--- config.mk ---
export PLATFORM = sky130hd
export DESIGN_NAME = sar_readout
export DESIGN_NICKNAME = d
export VERILOG_FILES = /design/src/sar_pkg.sv /design/src/sar_edge_if.sv /design/src/sar_readout.sv /design/src/sar_sync.sv
export SDC_FILE = /design/constraint.sdc
export NUM_CORES = 1
export LEC_CHECK = 0
export ABC_AREA = 1
export ABC_CLOCK_PERIOD_IN_PS = 4070
export BUFFER_PORTS_ARGS = -buffer_cell sky130_fd_sc_hd__buf_2
export CORE_MARGIN = 2
export CORE_UTILIZATION = 60
export CTS_CLUSTER_DIAMETER = 40
export DETAILED_ROUTE_END_ITERATION = 10
export MAX_ROUTING_LAYER = met4
export PLACE_DENSITY = 0.82
export SYNTH_ARGS = -nofsm -noshare
export SYNTH_HDL_FRONTEND = slang
export SYNTH_HIERARCHICAL = 1
export SYNTH_SLANG_ARGS = --single-unit
--- constraint.sdc ---
create_clock -name clk -period 4.07 [get_ports clk]
set_input_delay 0.6105 -clock clk [delete_from_list [all_inputs] [get_ports clk]]
set_output_delay 0.6105 -clock clk [all_outputs]
set_load 0.005 [all_outputs]
--- src/sar_pkg.sv ---
// Package of constants and types for the serial converter readout block
package sar_pkg;
    localparam int CLK_PERIOD_NS = 40;
    localparam int DATA_BITS = 8;
    localparam logic [4:0] LEAD_ZEROS = 5'h03;
    localparam logic [4:0] WORD_FALLS = 5'h10;
    localparam logic [4:0] TRACK_RISE = 5'h0d;
    localparam logic [4:0] APERTURE_FALL = 5'h04;
    localparam logic [4:0] SHUT_FIRST_FALL = 5'h02;
    localparam logic [4:0] SHUT_LAST_FALL = 5'h0a;
    localparam int QUIET_NS = 50;
    localparam int QUIET_CYC = (QUIET_NS + CLK_PERIOD_NS - 1) / CLK_PERIOD_NS;
    localparam int THROUGHPUT_SCLK = 20;
    typedef enum logic [1:0] {SAR_IDLE, SAR_FRAME, SAR_DONE} sar_state_t;
endpackage

--- src/sar_edge_if.sv ---
// Interface carrying synchronised link edges between modules
`timescale 1ns/1ps
interface sar_edge_if;
    logic frame_fall;
    logic frame_rise;
    logic frame_active;
    logic sclk_rise;
    logic sclk_fall;
    modport src (output frame_fall, frame_rise, frame_active, sclk_rise, sclk_fall);
    modport dst (input frame_fall, frame_rise, frame_active, sclk_rise, sclk_fall);
endinterface

--- src/sar_readout.sv ---
// Top module: frame sequencing, track/hold, serial word output, shutdown
`timescale 1ns/1ps
module sar_readout
    import sar_pkg::*;
(
    input wire logic clk, // System clock, 25 MHz
    input wire logic reset, // Synchronous reset, active high
    input wire logic frame_sel_n, // Frame select from host, active low
    input wire logic sclk, // Shift clock from host
    input wire logic [DATA_BITS-1:0] conv_code, // Converter result code
    output logic serial_result_out, // Serial data output value
    output logic serial_result_oe, // Serial data output enable
    output logic hold, // Sampling stage in hold when high
    output logic sample_strobe, // Pulse when input is captured
    output logic aperture_mark, // Pulse at fourth falling edge
    output logic shutdown // Low-power shutdown mode
);
    // Last falling edge that still carries a data bit
    localparam logic [4:0] DATA_LAST_FALL = 5'(LEAD_ZEROS + DATA_BITS);

    // Link edges from the synchroniser
    sar_edge_if edges ();

    // Frame sequencing state and edge counts
    sar_state_t state;
    logic [4:0] fall_cnt;
    logic [4:0] rise_cnt;
    logic [4:0] next_fall;
    logic [4:0] next_rise;

    // Captured code and per-bit output selection
    logic [DATA_BITS-1:0] shift_word;
    logic [DATA_BITS-1:0] slot_bits;
    logic next_data_bit;

    // Decoded events within a frame
    logic fall_in_frame;
    logic rise_in_frame;
    logic last_fall;
    logic data_slot;
    logic track_rise;
    logic aperture_fall;
    logic shut_window;

    // Pin synchroniser and edge finder
    // Both pins pass two flops, so edges show two clocks after the pin moves;
    // each shift-clock half period must therefore span at least two clocks.
    sar_sync sar_sync_inst (
        .clk(clk), // System clock
        .reset(reset), // Synchronous reset
        .frame_sel_n(frame_sel_n), // Raw frame select pin
        .sclk(sclk), // Raw shift clock pin
        .edges(edges) // Synchronised edge events
    );

    // Edge counts as they stand once the current edge is taken
    assign next_fall = fall_cnt + 5'h01;
    assign next_rise = rise_cnt + 5'h01;

    // Shift-clock edges inside a live frame; all others are ignored
    assign fall_in_frame = state == SAR_FRAME && edges.sclk_fall;
    assign rise_in_frame = state == SAR_FRAME && edges.sclk_rise;

    // Word layout: the level shown at frame fall and falls one to three are zeros,
    // falls four to eleven carry the code MSB first, falls twelve to fifteen pad
    // with zeros and the sixteenth releases the line. A host that captures from
    // the first fall on therefore sees one extra leading zero.
    assign last_fall = fall_in_frame && next_fall == WORD_FALLS;
    assign data_slot = next_fall > LEAD_ZEROS && next_fall <= DATA_LAST_FALL;

    // Track return and aperture reference positions
    assign track_rise = rise_in_frame && next_rise == TRACK_RISE;
    assign aperture_fall = fall_in_frame && next_fall == APERTURE_FALL;

    // Early rise window; a rise before the second fall is taken as noise
    assign shut_window = fall_cnt >= SHUT_FIRST_FALL && fall_cnt < SHUT_LAST_FALL;

    // One select term per data bit, MSB in the first data slot
    for (genvar gi = 0; gi < DATA_BITS; gi++) begin : g_slot
        assign slot_bits[gi] = shift_word[gi] && next_fall == DATA_LAST_FALL - 5'(gi);
    end
    assign next_data_bit = |slot_bits;

    // Frame state
    // Done holds off further edges until the host raises frame select
    always_ff @(posedge clk) begin
        if (reset) begin
            state <= SAR_IDLE;
        end else begin
            case (state)
                SAR_IDLE: begin
                    if (edges.frame_fall) begin
                        state <= SAR_FRAME;
                    end
                end
                SAR_FRAME: begin
                    if (edges.frame_rise) begin
                        state <= SAR_IDLE;
                    end else if (last_fall) begin
                        state <= SAR_DONE;
                    end
                end
                SAR_DONE: begin
                    // Edges after the sixteenth fall are refused
                    if (edges.frame_rise) begin
                        state <= SAR_IDLE;
                    end
                end
                default: begin
                    state <= SAR_IDLE;
                end
            endcase
        end
    end

    // Falling-edge count from frame fall
    // Five bits suffice: counting stops at the sixteenth fall
    always_ff @(posedge clk) begin
        if (reset) begin
            fall_cnt <= 5'h00;
        end else if (edges.frame_fall) begin
            fall_cnt <= 5'h00;
        end else if (fall_in_frame) begin
            fall_cnt <= next_fall;
        end
    end

    // Rising-edge count from frame fall, kept apart from falls
    always_ff @(posedge clk) begin
        if (reset) begin
            rise_cnt <= 5'h00;
        end else if (edges.frame_fall) begin
            rise_cnt <= 5'h00;
        end else if (rise_in_frame) begin
            rise_cnt <= next_rise;
        end
    end

    // Track/hold: hold from frame fall to thirteenth rise
    // A cut frame returns to track through the idle state
    always_ff @(posedge clk) begin
        if (reset) begin
            hold <= 1'b0;
        end else if (edges.frame_fall) begin
            hold <= 1'b1;
        end else if (track_rise) begin
            hold <= 1'b0;
        end else if (state == SAR_IDLE) begin
            hold <= 1'b0;
        end
    end

    // Input capture at frame fall, any 8-bit code in straight binary
    // Code must be steady when the synchronised frame fall is seen
    always_ff @(posedge clk) begin
        if (reset) begin
            shift_word <= '0;
        end else if (edges.frame_fall) begin
            shift_word <= conv_code;
        end
    end

    // One-cycle pulse marking the capture
    always_ff @(posedge clk) begin
        if (reset) begin
            sample_strobe <= 1'b0;
        end else begin
            sample_strobe <= edges.frame_fall;
        end
    end

    // Aperture reference pulse at the fourth fall
    always_ff @(posedge clk) begin
        if (reset) begin
            aperture_mark <= 1'b0;
        end else begin
            aperture_mark <= aperture_fall;
        end
    end

    // Output enable: on at frame fall, off at sixteenth fall or frame rise
    // Whichever of the two comes first releases the line
    always_ff @(posedge clk) begin
        if (reset) begin
            serial_result_oe <= 1'b0;
        end else if (edges.frame_fall) begin
            serial_result_oe <= 1'b1;
        end else if (edges.frame_rise || last_fall) begin
            serial_result_oe <= 1'b0;
        end
    end

    // Output bit, changed on falling shift-clock edges and on frame edges
    // Frame edges force a zero so each word starts from a low level
    always_ff @(posedge clk) begin
        if (reset) begin
            serial_result_out <= 1'b0;
        end else if (edges.frame_fall || edges.frame_rise) begin
            serial_result_out <= 1'b0;
        end else if (fall_in_frame) begin
            if (data_slot) begin
                serial_result_out <= next_data_bit;
            end else begin
                serial_result_out <= 1'b0;
            end
        end
    end

    // Shutdown on a rise inside the early window, left at next frame fall
    // A rise after the tenth fall only cuts the word and keeps normal mode;
    // the power-up delay after shutdown is not modelled, so the first word
    // after wake-up carries a valid code here.
    always_ff @(posedge clk) begin
        if (reset) begin
            shutdown <= 1'b0;
        end else if (edges.frame_fall) begin
            shutdown <= 1'b0;
        end else if (state == SAR_FRAME && edges.frame_rise && shut_window) begin
            shutdown <= 1'b1;
        end
    end
endmodule

--- src/sar_sync.sv ---
// Two-stage synchroniser and edge finder for frame select and shift clock
`timescale 1ns/1ps
module sar_sync
    import sar_pkg::*;
(
    input wire logic clk, // System clock
    input wire logic reset, // Synchronous reset
    input wire logic frame_sel_n, // Frame select pin, active low
    input wire logic sclk, // Shift clock pin
    sar_edge_if.src edges // Edge events out
);
    logic [1:0] cs_meta;
    logic [1:0] ck_meta;
    logic cs_prev;
    logic ck_prev;

    // Two flops per pin before any logic
    always_ff @(posedge clk) begin
        if (reset) begin
            cs_meta <= 2'h3;
            ck_meta <= 2'h0;
        end else begin
            cs_meta <= {cs_meta[0], frame_sel_n};
            ck_meta <= {ck_meta[0], sclk};
        end
    end

    // Previous values for edge detection
    always_ff @(posedge clk) begin
        if (reset) begin
            cs_prev <= 1'b1;
            ck_prev <= 1'b0;
        end else begin
            cs_prev <= cs_meta[1];
            ck_prev <= ck_meta[1];
        end
    end

    // Edge pulses
    assign edges.frame_fall = cs_prev & ~cs_meta[1];
    assign edges.frame_rise = ~cs_prev & cs_meta[1];
    assign edges.frame_active = ~cs_meta[1];
    assign edges.sclk_rise = ~ck_prev & ck_meta[1];
    assign edges.sclk_fall = ck_prev & ~ck_meta[1];
endmodule

== Word level (Yosys, flattened, before mapping) ==
Cells that the tools add are included.

* Add/sub/neg operators: 2
* Magnitude comparators: 4
* Equal/unequal tests: 15
* Mux-type cells: 11
* Bitwise operators: 8
* Reductions and logical operators: 26

{| class="wikitable"
|+ Operators with widths
! cell !! number
|-
| $eq A5 B4 Y1 const B || 5
|-
| $eq A5 B3 Y1 const B || 4
|-
| $logic_and A1 B1 Y1 || 17
|-
| $add A5 B1 Y5 const B || 2
|-
| $mux W2 || 4
|-
| $reduce_or A8 Y1 || 1
|-
| $mux W1 || 6
|-
| $pmux W2 S3 || 1
|-
| $eq A5 B5 Y1 const B || 1
|-
| $ge A5 B2 Y1 const B || 1
|-
| $gt A5 B2 Y1 const B || 1
|-
| $le A5 B4 Y1 const B || 1
|-
| $lt A5 B4 Y1 const B || 1
|-
| $and A1 B1 Y1 || 4
|-
| $ne A2 B2 Y1 const B || 2
|-
| $not A1 Y1 || 4
|-
| $reduce_or A2 Y1 || 2
|-
| $ne A3 B3 Y1 const B || 1
|-
| $reduce_and A3 Y1 || 1
|-
| $reduce_bool A3 Y1 || 1
|-
| $eq A2 B1 Y1 const B || 1
|-
| $eq A2 B2 Y1 const B || 1
|-
| $logic_not A2 Y1 || 1
|-
| $logic_or A1 B1 Y1 || 2
|-
| $reduce_bool A2 Y1 || 1
|}

* Flip-flop bits (word level): 32
* Word-level logic and storage cells: 80

== Depth between registers and ports, before layout ==
Gate-level depths: netlist of run 1.

* Word-level depth: 7
* Mapped depth: 10

== Hierarchy ==
Netlist of run 1, hierarchy kept.

{| class="wikitable"
|+ By module, submodules not included
! module !! instances !! cells an instance !! area each (µm²) !! sequential area each (µm²)
|-
| sar_readout || 1 || 163 || 1,265.0 || 520.5
|-
| sar_sync || 1 || 25 || 191.4 || 120.1
|}

== Least setup slack after synthesis of run 1 ==
Ideal clock, no wire load.

* Path type: flip-flop to flip-flop
* Start: register fall_cnt[0]
* End: register serial_result_out
* Arrival time: 1,219 ps
* Path slack: 2,785 ps
* Stages on the path, launching flop included: 10
* Path buffers: 0
* Clock period less this slack: 1,285 ps
* Cell sequence: dfxtp_1 > inv_1 > ha_1 > nand2_1 > nor2_1 > nor2_1 > nand2_1 > nand2_1 > nand3_1 > a21oi_2

* Longest elaborated chain between the ends: 5
* Elaborated cells on any way between the ends: 22
* Classes of those cells: 1 x add/sub; 2 x order compare; 8 x eq/ne; 1 x mux; 10 x reduce/logical

{| class="wikitable"
|+ Ends and longest elaborated chain
! element !! line !! RTL
|-
| start, declared || sar_readout.sv:26 || <nowiki>logic [4:0] fall_cnt;</nowiki>
|-
| start signal, assigned || sar_readout.sv:124 || <nowiki>fall_cnt <= next_fall;</nowiki>
|-
| $add A5 B1 Y5 * || sar_readout.sv:57 || <nowiki>assign next_fall = fall_cnt + 5'h01;</nowiki>
|-
| named net next_fall[0] || sar_readout.sv:28 || <nowiki>logic [4:0] next_fall;</nowiki>
|-
| $eq A5 B4 Y1 or $eq A5 B3 Y1 (tied branches) || sar_readout.sv:80 || <nowiki>assign slot_bits[gi] = shift_word[gi] && next_fall == DATA_LAST_FALL - 5'(gi);</nowiki>
|-
| $logic_and A1 B1 Y1 || sar_readout.sv:80 ||
|-
| $reduce_or A8 Y1 || sar_readout.sv:82 || <nowiki>assign next_data_bit = |slot_bits;</nowiki>
|-
| $mux W1 * || sar_readout.sv:201 || <nowiki>if (data_slot) begin</nowiki>
|-
| end signal, assigned || sar_readout.sv:202 || <nowiki>serial_result_out <= next_data_bit;</nowiki>
|-
| end, declared || sar_readout.sv:11 || <nowiki>output logic serial_result_out,</nowiki>
|}

Mark *: on every way through the listed nets, which the timed path passes. The rest lies on a longest branch.
A chain may end at the register's enable or synchronous reset.

== Worst setup path after layout of run 1 ==
* Start: input port reset
* End: register rise_cnt[3]

* Longest elaborated chain between the ends: 1

{| class="wikitable"
|+ Ends and longest elaborated chain
! element !! line !! RTL
|-
| start, declared || sar_readout.sv:7 || <nowiki>input wire logic reset,</nowiki>
|-
| $reduce_or A2 Y1 (no source line) || n/a ||
|-
| end signal, assigned || sar_readout.sv:135 || <nowiki>rise_cnt <= next_rise;</nowiki>
|-
| end, declared || sar_readout.sv:27 || <nowiki>logic [4:0] rise_cnt;</nowiki>
|}

No other way between the ends.

==> results of run 1 <==
[flip-flops by register name, indices dropped and copies added (netlist names), 2 cells and up]
register	count
sar_sync_inst/cs_meta	2
rise_cnt	5
sar_sync_inst/ck_meta	2
fall_cnt	5
state	2
shift_word	8
[per-stage QoR]
| step | setup slack (ns) | instances | power, mW | util |
|---|---|---|---|---|
| 2_1_floorplan | 2.78 | 188 | 0.350 | - |
| 3_3_place_gp | 2.34 | 229 | 0.360 | 0.685 |
| 3_5_place_dp | 2.25 | 229 | 0.361 | 0.685 |
| 4_1_cts | 2.57 | 236 | 0.558 | 0.714 |
| 5_1_grt | 2.44 | 236 | 0.577 | 0.714 |
| 6_report | 2.55 | 236 | 0.553 | 0.714 |
[worst reg2reg max path, cell delays in order, from the launching register on]
cell                      delay (ns)
sky130_fd_sc_hd__dfxtp_1        0.32
sky130_fd_sc_hd__inv_1          0.05
sky130_fd_sc_hd__nor2_1         0.05
sky130_fd_sc_hd__nor2_2         0.46
sky130_fd_sc_hd__inv_1          0.24
sky130_fd_sc_hd__a21oi_1        0.19
sky130_fd_sc_hd__o21ai_0        0.10
sky130_fd_sc_hd__inv_1          0.05
[area by class of cell]
cell class | instances | area, sq um
multi-input cells | 118 | 656
fillers | 198 | 646
flip-flops and latches | 32 | 641
inverters | 34 | 128
repair buffers | 17 | 85.1
clock buffers | 7 | 65.1
well taps | 28 | 35.0
[cells in the final DEF (no fill, tap or decap), types with 3 or more instances in the layout]
| cell type | netlist | routed |
|---|---|---|
| sky130_fd_sc_hd__nand2_1 | 37 | 37 |
| sky130_fd_sc_hd__dfxtp_1 | 32 | 32 |
| sky130_fd_sc_hd__inv_1 | 31 | 31 |
| sky130_fd_sc_hd__nor2_1 | 20 | 20 |
| sky130_fd_sc_hd__buf_2 | 2 | 17 |
| sky130_fd_sc_hd__a21oi_1 | 10 | 10 |
| sky130_fd_sc_hd__nand3_1 | 8 | 8 |
| sky130_fd_sc_hd__a22o_1 | 8 | 8 |
| sky130_fd_sc_hd__o21ai_0 | 7 | 7 |
| sky130_fd_sc_hd__ha_1 | 7 | 7 |
| sky130_fd_sc_hd__clkbuf_4 | 0 | 5 |
| sky130_fd_sc_hd__nand4_1 | 4 | 4 |
| sky130_fd_sc_hd__inv_2 | 3 | 3 |
[metal layers]
layer | vias to the layer above | track usage | wire [um]
met4 | 0 | 0.115 | 70
met5 | - | - | 0
met2 | 26 | 0.379 | 1280
met3 | 7 | 0.0876 | 125
li1 | 629 | - | -
met1 | 551 | 0.278 | 1240
[cells by family (layout without fill, tap and decap cells)]
group	count (synthesis)	in the layout	share of synthesized area
XOR/XNOR	3	3	0.0180
AND/OR/NAND/NOR	77	77	0.235
adder cells (fa/ha/maj)	7	7	0.0601
buffers and inverters	38	58	0.110
flip-flops	32	32	0.440
AO/OA/AOI/OAI	31	31	0.137
[power by group]
group / switching, mW / leakage (nW) / internal, mW / total [mW]
sequential: 0.00369 / 0.260 / 0.320 / 0.324
combinational: 0.0184 / 0.518 / 0.0119 / 0.0302
clock: 0.101 / 0.0374 / 0.0979 / 0.199
total: 0.123 / 0.815 / 0.430 / 0.553
[path summary, 6_finish.rpt]
kind                                         endpoint  cells past startpoint
hold reg to reg   sar_sync_inst/ck_meta[1]$_SDFF_PP0_                      2
hold / removal    sar_sync_inst/ck_meta[1]$_SDFF_PP0_                      2
setup / recovery             rise_cnt[3]$_SDFFE_PP0P_                      6
setup reg to reg             rise_cnt[3]$_SDFFE_PP0P_                      7
==> metrics.txt, run 1 <==
# TYPE chip_impl_metric gauge
chip_impl_metric{name="critical_path.n_buffers_inverters",unit=""} 3
chip_impl_metric{name="overflow",unit=""} 0
chip_impl_metric{name="fmax",unit="MHz"} 657
chip_impl_info{name="yosys.area.top_type",value="sky130_fd_sc_hd__dfxtp_1"} 1
chip_impl_info{name="clock_tree_from_tritoncts",value="built"} 1
chip_impl_metric{name="min_period",unit="ns"} 1.52
chip_impl_metric{name="drtIter0Drc",unit=""} 30
chip_impl_metric{name="yosysWarnings",unit=""} 6
chip_impl_metric{name="synth_edf_count",unit=""} 0
chip_impl_metric{name="clock_insertion_delay_worst_skew",unit="ns"} 0.33
chip_impl_metric{name="core_area",unit="sq um"} 2250
chip_impl_info{name="synth_most_common_cell",value="sky130_fd_sc_hd__nand2_1"} 1
chip_impl_metric{name="crit_fanout",unit=""} 15
chip_impl_metric{name="syn_area_per_cell",unit="sq um"} 7.75
chip_impl_metric{name="floorplan.die.width",unit="um"} 53.3
chip_impl_metric{name="p_leak",unit="nW"} 0.815
chip_impl_metric{name="grt_antenna_before_repair",unit=""} 0
chip_impl_metric{name="i_o_pins",unit=""} 18
chip_impl_metric{name="post_route_standard_cell_area_excluding_fillers",unit="sq um"} 1610
chip_impl_info{name="synth_area_leaders",value="sky130_fd_sc_hd__dfxtp_1 (44%), sky130_fd_sc_hd__nand2_1 (9.5%), sky130_fd_sc_hd__inv_1 (8.0%)"} 1
chip_impl_metric{name="cp_peak_stage_delay",unit="ns"} 0.45
chip_impl_metric{name="slew_violations",unit=""} 0
chip_impl_metric{name="clkSinkCount",unit=""} 32
chip_impl_metric{name="max_cap_violations",unit=""} 0
chip_impl_metric{name="cts_hold_buffers",unit=""} 0
chip_impl_metric{name="first_pass_grt_wire_length",unit="um"} 4690
chip_impl_metric{name="seq_area_frac_synth",unit=""} 0.440
chip_impl_info{name="hold_path.startpoint",value="sar_sync_inst/ck_meta[0]$_SDFF_PP0_"} 1
chip_impl_metric{name="grt_start_max_net_pins",unit=""} 16
chip_impl_metric{name="n_antenna_cell",unit=""} 0
chip_impl_info{name="critPathLaunchType",value="input port"} 1
chip_impl_metric{name="place.port_buffers",unit=""} 17
chip_impl_metric{name="clk_path_buf_depth",unit=""} 2
chip_impl_metric{name="netlist_instances",unit=""} 188
chip_impl_metric{name="worst-endpoint-arrival",unit="ns"} 1.80
chip_impl_metric{name="post_route_cells_drive_above_1_share",unit=""} 0.173
chip_impl_metric{name="final_min_period_over_clock_period",unit=""} 0.374
chip_impl_metric{name="power.ir.vdd_worst",unit="V"} 0.000328
chip_impl_metric{name="timing.setup.tns",unit="ns"} 0
chip_impl_metric{name="worst_slew_pin_slew",unit="ns"} 0.736
chip_impl_metric{name="gp_congestion",unit=""} 0.813
chip_impl_metric{name="cts_inserted_buffers",unit=""} 5
chip_impl_info{name="slowest_stage_cell_crit_path",value="sky130_fd_sc_hd__nor2_2"} 1
chip_impl_metric{name="syn-num-nets",unit=""} 207
chip_impl_metric{name="design.die.area",unit="sq um"} 2840
chip_impl_metric{name="fin_worst_hold_slack",unit="ns"} 0.413
chip_impl_metric{name="drt-total-wl",unit="um"} 2720
chip_impl_info{name="worst_hold_path_type",value="register to register"} 1
chip_impl_metric{name="track_usage",unit=""} 0.243
chip_impl_info{name="synth_flop_cell",value="sky130_fd_sc_hd__dfxtp_1"} 1
chip_impl_metric{name="wirelength_per_cell",unit="um"} 11.5
chip_impl_metric{name="setup_violations",unit=""} 0
chip_impl_metric{name="placement.cell_area",unit="sq um"} 1540
chip_impl_info{name="run_status",value="finished clean"} 1
chip_impl_metric{name="cts_max_level",unit=""} 2
chip_impl_metric{name="maxSlewHeadroom",unit=""} 0.507
chip_impl_info{name="crit_top_cell",value="sky130_fd_sc_hd__inv_1"} 1
chip_impl_metric{name="clock_tree_skew_after_final_layout",unit="ns"} 0.00564
chip_impl_metric{name="die_h",unit="um"} 53.3
chip_impl_metric{name="postCtsSetupBuffers",unit=""} 0
chip_impl_metric{name="rrSetupSlack",unit="ns"} 2.57
chip_impl_metric{name="post-dp-hpwl",unit="um"} 2040
chip_impl_metric{name="dr_total_vias",unit=""} 1213
chip_impl_metric{name="post_cts.resized_instances",unit=""} 0
chip_impl_metric{name="synth_top_area_frac",unit=""} 0.440
chip_impl_info{name="worstSetupEndpointType",value="register"} 1
chip_impl_info{name="synth.top_cells.by_count",value="sky130_fd_sc_hd__nand2_1 (37), sky130_fd_sc_hd__dfxtp_1 (32), sky130_fd_sc_hd__inv_1 (31)"} 1
chip_impl_info{name="grt_setup_unrepaired",value="no"} 1
chip_impl_metric{name="area_growth",unit="%"} 10.5
chip_impl_metric{name="power-per-cell-area",unit="nW/um^2"} 344
chip_impl_metric{name="drtAntennaViolNets",unit=""} 0
chip_impl_info{name="clock_tree.root_cell",value="sky130_fd_sc_hd__clkbuf_4"} 1
chip_impl_metric{name="finalNetCount",unit=""} 227
chip_impl_metric{name="dr.pass1.iters",unit=""} 4
chip_impl_info{name="cp_delay_by_family_top",value="simple AND/OR/NAND/NOR gates"} 1
chip_impl_metric{name="worst-endpoint-required",unit="ns"} 4.35
chip_impl_metric{name="avgViaCountPerCell",unit=""} 5.14
chip_impl_info{name="worst-setup-path-type",value="input port to register"} 1
chip_impl_info{name="path_cells",value="buf_2, nor2_2, inv_1, a21oi_1, o21ai_0, inv_1"} 1
chip_impl_metric{name="ys_async_sr_fraction",unit=""} 0
chip_impl_metric{name="clkSlewWorstSetupHoldPaths",unit="ns"} 0.09
chip_impl_metric{name="post_synth_instance_area",unit="sq um"} 1460
chip_impl_info{name="critical_path.startpoint",value="reset"} 1
chip_impl_metric{name="yosys_reg_bits",unit=""} 32
chip_impl_metric{name="final-hold-violation-count",unit=""} 0
chip_impl_metric{name="synth_cell_types",unit=""} 24
chip_impl_info{name="r2r_startpoint",value="sar_sync_inst/cs_prev$_SDFF_PP1_"} 1
chip_impl_metric{name="detail_route.drc_violations",unit=""} 0
chip_impl_metric{name="floorplan.rows",unit=""} 17
chip_impl_metric{name="first_global_vias",unit=""} 1145
chip_impl_metric{name="initial_core_util",unit=""} 0.646
Note: power is estimated with default switching activity, not from simulation.
==> inputs of run 2 (changes only) <==
--- a/config.mk
+++ b/config.mk
@@ -5,15 +5,16 @@
 export SDC_FILE = /design/constraint.sdc
 export NUM_CORES = 1
 export LEC_CHECK = 0
-export ABC_AREA = 1
-export ABC_CLOCK_PERIOD_IN_PS = 4070
+export ABC_AREA = 0
+export ABC_CLOCK_PERIOD_IN_PS = 1350
 export BUFFER_PORTS_ARGS = -buffer_cell sky130_fd_sc_hd__buf_2
+export CORE_ASPECT_RATIO = 0.5
 export CORE_MARGIN = 2
-export CORE_UTILIZATION = 60
+export CORE_UTILIZATION = 51
 export CTS_CLUSTER_DIAMETER = 40
 export DETAILED_ROUTE_END_ITERATION = 10
 export MAX_ROUTING_LAYER = met4
-export PLACE_DENSITY = 0.82
+export PLACE_DENSITY = 0.74
 export SYNTH_ARGS = -nofsm -noshare
 export SYNTH_HDL_FRONTEND = slang
 export SYNTH_HIERARCHICAL = 1
==> constraint.sdc (replaced) <==
create_clock -name clk -period 1.35 [get_ports clk]
set_input_delay 0.2025 -clock clk [delete_from_list [all_inputs] [get_ports clk]]
set_output_delay 0.2025 -clock clk [all_outputs]
set_load 0.005 [all_outputs]
==> run 2 against run 1 <==
Compared with the run above:
- the run now ends with negative setup slack left
- synthesized cell count is 14% lower
- clock-buffer cell count is 1 lower
- combinational power grew to 3.2 times the previous value
- worst setup slack worse by 2.7 ns
- clock skew hardly changed
- first-iteration DRC count is 60% higher
- critical path depth stayed put
- worst hold slack worse by 0.31 ns
- core utilization is 1.1 points higher
- sequential power grew to 3.0 times the previous value
- die area is 21% higher
- critical path type is now register to register
- critical endpoint is now serial_result_out$_SDFFE_PP0P_
- highest routed layer unchanged
==> metrics.txt, run 2 <==
# TYPE chip_impl_metric gauge
chip_impl_info{name="run_status",value="finished, violations left"} 1
chip_impl_info{name="violations",value="negative setup slack"} 1
chip_impl_metric{name="power-per-cell-area",unit="nW/um^2"} 995
chip_impl_metric{name="power.ir.vdd_worst",unit="V"} 0.000691
chip_impl_info{name="clock_tree.root_cell",value="sky130_fd_sc_hd__clkbuf_8"} 1
chip_impl_metric{name="syn-num-nets",unit=""} 180
chip_impl_metric{name="drtAntennaViolNets",unit=""} 0
chip_impl_metric{name="cp_peak_stage_delay",unit="ns"} 0.39
chip_impl_metric{name="rrSetupSlack",unit="ns"} -0.14
chip_impl_metric{name="met1_length",unit="um"} 1570
chip_impl_metric{name="n_antenna_cell",unit=""} 0
chip_impl_metric{name="largest_reg_flops",unit=""} 8
chip_impl_metric{name="final_min_period_over_clock_period",unit=""} 1.10
chip_impl_metric{name="timing.setup.tns",unit="ns"} -0.338
chip_impl_metric{name="hold-path-cell-count",unit=""} 2
chip_impl_metric{name="floorplan.die.width",unit="um"} 81.1
chip_impl_metric{name="route.met2.wl",unit="um"} 1460
chip_impl_metric{name="gp_congestion",unit=""} 0.784
chip_impl_metric{name="grt_start_max_net_pins",unit=""} 16
chip_impl_metric{name="wirelength_per_cell",unit="um"} 13.5
chip_impl_metric{name="core_area",unit="sq um"} 2700
chip_impl_metric{name="dr.pass1.iters",unit=""} 4
chip_impl_metric{name="maxSlewHeadroom",unit=""} 0.777
chip_impl_metric{name="floorplan.rows",unit=""} 13
chip_impl_metric{name="slew_violations",unit=""} 0
chip_impl_info{name="mostFrequentLayoutCell",value="sky130_fd_sc_hd__dfxtp_1"} 1
chip_impl_info{name="worstSetupEndpointType",value="register"} 1
chip_impl_metric{name="design.die.area",unit="sq um"} 3450
chip_impl_info{name="critical_path.startpoint",value="fall_cnt[0]$_SDFFE_PP0P_"} 1
chip_impl_metric{name="worst-r2r-cell-count",unit=""} 6
chip_impl_info{name="endpoint",value="serial_result_out$_SDFFE_PP0P_"} 1
chip_impl_info{name="highest_layer",value="met4"} 1
chip_impl_info{name="critPathLaunchType",value="register"} 1
chip_impl_metric{name="drtIter0Drc",unit=""} 48
chip_impl_metric{name="netlist_instances",unit=""} 161
chip_impl_metric{name="overflow",unit=""} 0
chip_impl_metric{name="met3_routed_wirelength",unit="um"} 156
chip_impl_info{name="worst_hold_path_type",value="input port to register"} 1
chip_impl_metric{name="post_route_cells_drive_above_1_share",unit=""} 0.347
chip_impl_metric{name="max_cap_violations",unit=""} 0
chip_impl_metric{name="finalNetCount",unit=""} 217
chip_impl_metric{name="cts_inserted_buffers",unit=""} 5
chip_impl_metric{name="clkSlewWorstSetupHoldPaths",unit="ns"} 0.06
chip_impl_metric{name="dp_cells",unit=""} 227
chip_impl_metric{name="stdcell_count",unit=""} 236
chip_impl_metric{name="placement.cell_area",unit="sq um"} 1780
chip_impl_metric{name="i_o_pins",unit=""} 18
chip_impl_metric{name="post-dp-hpwl",unit="um"} 2190
chip_impl_metric{name="clock_tree_skew_after_final_layout",unit="ns"} 0.00554
chip_impl_metric{name="worst_slew_pin_slew",unit="ns"} 0.331
chip_impl_info{name="slowest_stage_cell_crit_path",value="sky130_fd_sc_hd__dfxtp_4"} 1
chip_impl_metric{name="track_usage",unit=""} 0.203
chip_impl_metric{name="final-hold-violation-count",unit=""} 0
chip_impl_metric{name="clock_insertion_delay_worst_skew",unit="ns"} 0.27
chip_impl_metric{name="area_growth",unit="%"} 29.2
chip_impl_metric{name="clk_path_buf_depth",unit=""} 2
chip_impl_metric{name="finish.utilization",unit=""} 0.724
chip_impl_metric{name="p_leak",unit="nW"} 0.784
chip_impl_metric{name="fin_worst_hold_slack",unit="ns"} 0.104
chip_impl_metric{name="die_h",unit="um"} 42.5
chip_impl_metric{name="post_route_standard_cell_area_excluding_fillers",unit="sq um"} 1960
chip_impl_metric{name="syn_area_per_cell",unit="sq um"} 9.40
chip_impl_metric{name="first_global_vias",unit=""} 1135
chip_impl_metric{name="drt-total-wl",unit="um"} 3190
chip_impl_metric{name="post_synth_instance_area",unit="sq um"} 1510
chip_impl_metric{name="post-place-ws",unit="ns"} -0.140
chip_impl_metric{name="worst-endpoint-arrival",unit="ns"} 1.67
chip_impl_info{name="registers_with_the_most_flip_flops",value="shift_word: 8 flops, fall_cnt: 5 flops, rise_cnt: 5 flops"} 1
chip_impl_metric{name="grt_antenna_before_repair",unit=""} 0
chip_impl_metric{name="place.port_buffers",unit=""} 17
chip_impl_metric{name="fmax",unit="MHz"} 671
chip_impl_metric{name="p_total",unit="mW"} 1.95
chip_impl_metric{name="detail_route.drc_violations",unit=""} 0
chip_impl_info{name="worst-setup-path-type",value="register to register"} 1
chip_impl_metric{name="post-route-worst-setup-slack",unit="ns"} -0.141
chip_impl_metric{name="crit_fanout",unit=""} 5
chip_impl_info{name="clock_tree_from_tritoncts",value="built"} 1
chip_impl_metric{name="avgViaCountPerCell",unit=""} 5.26
chip_impl_info{name="path_cells",value="inv_4, ha_4, nor3b_1, a211o_1, a2bb2oi_1, o41ai_2"} 1
chip_impl_metric{name="cts_max_level",unit=""} 2
chip_impl_info{name="regMostFlops",value="shift_word"} 1
chip_impl_metric{name="yosysWarnings",unit=""} 6
chip_impl_metric{name="clkSinkCount",unit=""} 32
chip_impl_metric{name="worst-endpoint-required",unit="ns"} 1.53
chip_impl_info{name="r2r_startpoint",value="fall_cnt[0]$_SDFFE_PP0P_"} 1
chip_impl_metric{name="min_period",unit="ns"} 1.49
chip_impl_info{name="layout.cells.most_common_list",value="sky130_fd_sc_hd__dfxtp_1 (29), sky130_fd_sc_hd__buf_4 (19), sky130_fd_sc_hd__buf_2 (17), sky130_fd_sc_hd__nor2_1 (14), sky130_fd_sc_hd__nand2_1 (13)"} 1
chip_impl_metric{name="first_pass_grt_wire_length",unit="um"} 5160
chip_impl_info{name="rr_endpoint",value="serial_result_out$_SDFFE_PP0P_"} 1
chip_impl_metric{name="dr_total_vias",unit=""} 1241
chip_impl_metric{name="initial_core_util",unit=""} 0.561
chip_impl_metric{name="setup_violations",unit=""} 6
chip_impl_info{name="grt_setup_unrepaired",value="yes"} 1
==> run 2: cell types whose count changed in the layout (fill, tap and decap cells not counted), moves of 5 or more <==
| cell | before | now |
|---|---|---|
| sky130_fd_sc_hd__inv_1 | 31 | 5 |
| sky130_fd_sc_hd__nand2_1 | 37 | 13 |
| sky130_fd_sc_hd__buf_4 | 0 | 19 |
| sky130_fd_sc_hd__a22o_1 | 8 | 0 |
| sky130_fd_sc_hd__mux2i_1 | 0 | 8 |
| sky130_fd_sc_hd__nor2_1 | 20 | 14 |
| sky130_fd_sc_hd__clkbuf_4 | 5 | 0 |
==> run 2: worst min-delay path by stage <==
stage	start	slack (ns)	end
floorplan	reset	0.27	aperture_mark$_SDFF_PP0_
global placement	frame_sel_n	0.38	sar_sync_inst/cs_meta[0]$_SDFF_PP1_
detailed placement	frame_sel_n	0.39	sar_sync_inst/cs_meta[0]$_SDFF_PP1_
CTS	frame_sel_n	0.1	sar_sync_inst/cs_meta[0]$_SDFF_PP1_
global route	frame_sel_n	0.12	sar_sync_inst/cs_meta[0]$_SDFF_PP1_
finish	frame_sel_n	0.10	sar_sync_inst/cs_meta[0]$_SDFF_PP1_
==> run 2: what timing repair did <==
item | in CTS | in global routing
resized for setup | 5 | 10
setup buffers | 0 | 1
pin swaps | 2 | 0
endpoints found under the setup margin | 6 | 10
hold endpoints to repair | 0 | 0
hold buffers | 0 | 0
gates cloned | 0 | 0
==> run 2: worst max-delay path, delay by kind of cell, from the launching register on <==
kind | cells | cell delay [ns]
adder cells (fa/ha/maj) | 1 | 0.23
buffers and inverters | 1 | 0.05
flip-flops | 1 | 0.39
AND/OR/NAND/NOR | 1 | 0.13
AO/OA/AOI/OAI | 3 | 0.60
==> run 2: power by group <==
group          total [mW]  internal, mW  switching [mW]  leakage, nW
Combinational      0.0972        0.0497          0.0475        0.467
Sequential          0.975         0.962          0.0137        0.262
Clock               0.872         0.547           0.326       0.0552
Total                1.95          1.56           0.387        0.784
==> run 2: cell type report <==
type	count	area, sq um
multi-input combinational	115	876
fill	213	744
sequential	32	649
timing repair buffer	37	248
clock buffer	6	72.6
tap	37	46.3
clock inverter	2	35.0
inverter	7	28.8
==> run 2: metal layers <==
| metal | vias to the layer above | track usage |
|---|---|---|
| met4 | 0 | 0.0508 |
| li1 | 636 | - |
| met5 | - | - |
| met3 | 2 | 0.0647 |
| met1 | 574 | 0.272 |
| met2 | 29 | 0.296 |
==> inputs of run 3 (changes only) <==
--- a/config.mk
+++ b/config.mk
@@ -13,7 +13,6 @@
 export CORE_UTILIZATION = 51
 export CTS_CLUSTER_DIAMETER = 40
 export DETAILED_ROUTE_END_ITERATION = 10
-export MAX_ROUTING_LAYER = met4
 export PLACE_DENSITY = 0.74
 export SYNTH_ARGS = -nofsm -noshare
 export SYNTH_HDL_FRONTEND = slang
==> run 3 against run 2 <==
Compared with the run above:
- the flow still finishes with violations (negative setup slack)
- critical path depth did not move
- core utilization did not move
- non-clock buffer count is the same
- worst hold slack got worse by 0.00078 ns
- first-iteration DRC count unchanged
- final area unchanged
- global-route usage down 0.56 points
- sequential power about the same
- clock power about the same
- combinational power hardly changed
- sequential share of layout area unchanged
- total power is essentially flat
==> metrics.txt, run 3 (same netlist as run 2, synthesis figures left out) <==
# TYPE chip_impl_metric gauge
chip_impl_metric{name="first_pass_grt_wire_length",unit="um"} 5160
chip_impl_metric{name="cts_inserted_buffers",unit=""} 5
chip_impl_metric{name="p_leak",unit="nW"} 0.784
chip_impl_info{name="worst_hold_path.endpoint",value="sar_sync_inst/cs_meta[0]$_SDFF_PP1_"} 1
chip_impl_metric{name="final-hold-violation-count",unit=""} 0
chip_impl_metric{name="p_total",unit="mW"} 1.95
chip_impl_info{name="regMostFlops",value="shift_word"} 1
chip_impl_info{name="critical_path.startpoint",value="fall_cnt[0]$_SDFFE_PP0P_"} 1
chip_impl_metric{name="switching_power",unit="mW"} 0.388
chip_impl_info{name="r2r_startpoint",value="fall_cnt[0]$_SDFFE_PP0P_"} 1
chip_impl_info{name="worstSetupEndpointType",value="register"} 1
chip_impl_metric{name="n_antenna_cell",unit=""} 0
chip_impl_info{name="cp_delay_by_family_top",value="compound AO/OA/AOI/OAI gates"} 1
chip_impl_metric{name="sequentialPowerShare",unit=""} 0.501
chip_impl_metric{name="slew_violations",unit=""} 0
chip_impl_info{name="layout.cells.most_common_list",value="sky130_fd_sc_hd__dfxtp_1 (29), sky130_fd_sc_hd__buf_4 (19), sky130_fd_sc_hd__buf_2 (17), sky130_fd_sc_hd__nor2_1 (14), sky130_fd_sc_hd__nand2_1 (13)"} 1
chip_impl_metric{name="met3_routed_wirelength",unit="um"} 150
chip_impl_metric{name="route.met2.wl",unit="um"} 1440
chip_impl_metric{name="i_o_pins",unit=""} 18
chip_impl_metric{name="clock_insertion_delay_worst_skew",unit="ns"} 0.27
chip_impl_metric{name="initial_core_util",unit=""} 0.561
chip_impl_metric{name="avgViaCountPerCell",unit=""} 5.24
chip_impl_metric{name="largest_reg_flops",unit=""} 8
chip_impl_metric{name="max_cap_violations",unit=""} 0
chip_impl_metric{name="area_growth",unit="%"} 29.2
chip_impl_metric{name="clkSinkCount",unit=""} 32
chip_impl_metric{name="final_min_period_over_clock_period",unit=""} 1.10
chip_impl_info{name="run_status",value="finished, violations left"} 1
chip_impl_metric{name="stdcell_count",unit=""} 236
chip_impl_info{name="violations",value="negative setup slack"} 1
chip_impl_metric{name="floorplan.rows",unit=""} 13
chip_impl_metric{name="maxSlewHeadroom",unit=""} 0.777
chip_impl_metric{name="gp_congestion",unit=""} 0.774
chip_impl_metric{name="track_usage",unit=""} 0.197
chip_impl_metric{name="drtIter0Drc",unit=""} 48
chip_impl_metric{name="min_period",unit="ns"} 1.49
chip_impl_metric{name="worst-endpoint-required",unit="ns"} 1.53
chip_impl_metric{name="floorplan.die.width",unit="um"} 81.1
chip_impl_metric{name="wirelength_per_cell",unit="um"} 13.5
chip_impl_metric{name="crit_fanout",unit=""} 5
chip_impl_metric{name="first_global_vias",unit=""} 1135
chip_impl_metric{name="drtAntennaViolNets",unit=""} 0
chip_impl_info{name="path_cells",value="inv_4, ha_4, nor3b_1, a211o_1, a2bb2oi_1, o41ai_2"} 1
chip_impl_info{name="rr_endpoint",value="serial_result_out$_SDFFE_PP0P_"} 1
chip_impl_info{name="worst_hold_path_type",value="input port to register"} 1
chip_impl_metric{name="post-place-ws",unit="ns"} -0.140
chip_impl_info{name="clock_tree.root_cell",value="sky130_fd_sc_hd__clkbuf_8"} 1
chip_impl_metric{name="final.fill_count",unit=""} 213
chip_impl_metric{name="clock_power_share",unit=""} 0.449
chip_impl_metric{name="fmax",unit="MHz"} 671
chip_impl_info{name="grt_setup_unrepaired",value="yes"} 1
chip_impl_metric{name="power_switching_share",unit=""} 0.199
chip_impl_info{name="hold_path.startpoint",value="frame_sel_n"} 1
chip_impl_metric{name="critical_path.n_buffers_inverters",unit=""} 1
chip_impl_metric{name="cp_peak_stage_delay",unit="ns"} 0.39
chip_impl_metric{name="clkSlewWorstSetupHoldPaths",unit="ns"} 0.06
chip_impl_info{name="mostFrequentLayoutCell",value="sky130_fd_sc_hd__dfxtp_1"} 1
chip_impl_metric{name="hold-path-cell-count",unit=""} 2
chip_impl_metric{name="power-per-cell-area",unit="nW/um^2"} 995
chip_impl_info{name="highest_layer",value="met4"} 1
chip_impl_metric{name="power.ir.vdd_worst",unit="V"} 0.000691
chip_impl_metric{name="clock_tree_skew_after_final_layout",unit="ns"} 0.00554
chip_impl_metric{name="grt_antenna_before_repair",unit=""} 0
chip_impl_metric{name="post-route-worst-setup-slack",unit="ns"} -0.140
chip_impl_metric{name="worst-endpoint-arrival",unit="ns"} 1.67
chip_impl_metric{name="timing.setup.tns",unit="ns"} -0.333
chip_impl_metric{name="die_h",unit="um"} 42.5
chip_impl_metric{name="worst-r2r-cell-count",unit=""} 6
chip_impl_info{name="slowest_stage_cell_crit_path",value="sky130_fd_sc_hd__dfxtp_4"} 1
chip_impl_metric{name="cts_max_level",unit=""} 2
chip_impl_metric{name="core_area",unit="sq um"} 2700
chip_impl_metric{name="met1_length",unit="um"} 1590
chip_impl_metric{name="dr_total_vias",unit=""} 1236
chip_impl_metric{name="finalNetCount",unit=""} 217
chip_impl_info{name="worst-setup-path-type",value="register to register"} 1
chip_impl_metric{name="place.port_buffers",unit=""} 17
chip_impl_metric{name="detail_route.drc_violations",unit=""} 0
chip_impl_metric{name="share_comb_of_total_power",unit=""} 0.050
chip_impl_metric{name="rrSetupSlack",unit="ns"} -0.14
chip_impl_metric{name="overflow",unit=""} 0
chip_impl_metric{name="post-dp-hpwl",unit="um"} 2190
chip_impl_metric{name="post_route_cells_drive_above_1_share",unit=""} 0.347
chip_impl_metric{name="setup_violations",unit=""} 6
chip_impl_metric{name="dp_cells",unit=""} 227
chip_impl_info{name="clock_tree_from_tritoncts",value="built"} 1
chip_impl_metric{name="drt-total-wl",unit="um"} 3190
chip_impl_metric{name="clk_path_buf_depth",unit=""} 2
chip_impl_metric{name="worst_slew_pin_slew",unit="ns"} 0.331
chip_impl_metric{name="grt_start_max_net_pins",unit=""} 16
chip_impl_info{name="registers_with_the_most_flip_flops",value="shift_word: 8 flops, fall_cnt: 5 flops, rise_cnt: 5 flops"} 1
chip_impl_metric{name="design.die.area",unit="sq um"} 3450
chip_impl_metric{name="intPower",unit="mW"} 1.56
chip_impl_info{name="critPathLaunchType",value="register"} 1
chip_impl_metric{name="dr.pass1.iters",unit=""} 4
run 3: metal layers:
layer	GRT usage	up-vias
li1	-	637
met1	0.272	570
met2	0.296	27
met3	0.0647	2
met4	0.0508	0
met5	0	-
run 3: worst max-delay path by stage:
stage	endpoint	slack, ns	cells after the start
3_3_place_gp	serial_result_out$_SDFFE_PP0P_	-0.10	6
2_1_floorplan	serial_result_out$_SDFFE_PP0P_	-0.09	6
3_5_place_dp	serial_result_out$_SDFFE_PP0P_	-0.14	6
4_1_cts	serial_result_out$_SDFFE_PP0P_	-0.13	6
5_1_grt	serial_result_out$_SDFFE_PP0P_	-0.26	6
6_report	serial_result_out$_SDFFE_PP0P_	-0.14	6
run 3: area by class of cell:
class	count	area, sq um	share of cell area
Sequential cell	32	649	0.332
Timing Repair Buffer	37	248	0.127
Clock inverter	2	35.0	0.0179
Tap cell	37	46.3	0.0237
Multi-Input combinational cell	115	876	0.448
Clock buffer	6	72.6	0.0371
Inverter	7	28.8	0.0147
run 3: repair_timing:
action	4_1_cts	5_1_grt
gates resized for setup	5	10
pin swaps	2	0
endpoints found under the setup margin	6	10
hold buffers	0	0
setup buffers	0	1
run 3: through the flow:
| stage | utilization | instance area (sq um) | hold WS (ns) |
|---|---|---|---|
| floorplan | - | 1560 | 0.274 |
| global placement | 0.659 | 1780 | 0.382 |
| detailed placement | 0.659 | 1780 | 0.386 |
| CTS | 0.706 | 1910 | 0.0964 |
| global route | 0.724 | 1960 | 0.119 |
| finish | 0.724 | 1960 | 0.103 |
run 3: worst reg2reg max path, cell delays in order, from the launching register on:
cell	delay, ns
sky130_fd_sc_hd__dfxtp_4	0.39
sky130_fd_sc_hd__inv_4	0.06
sky130_fd_sc_hd__ha_4	0.23
sky130_fd_sc_hd__nor3b_1	0.13
sky130_fd_sc_hd__a211o_1	0.27
sky130_fd_sc_hd__a2bb2oi_1	0.14
sky130_fd_sc_hd__o41ai_2	0.19
run 3: power groups by stage:
stage                     combinational [mW]  clock, mW  sequential [mW]
final                                 0.0971      0.873            0.975
after floorplan                       0.0533          0            0.992
after CTS                             0.0954      0.890            0.974
after global placement                0.0925          0            0.994
after detailed placement              0.0947          0            0.995
after global routing                   0.108      0.929            0.977
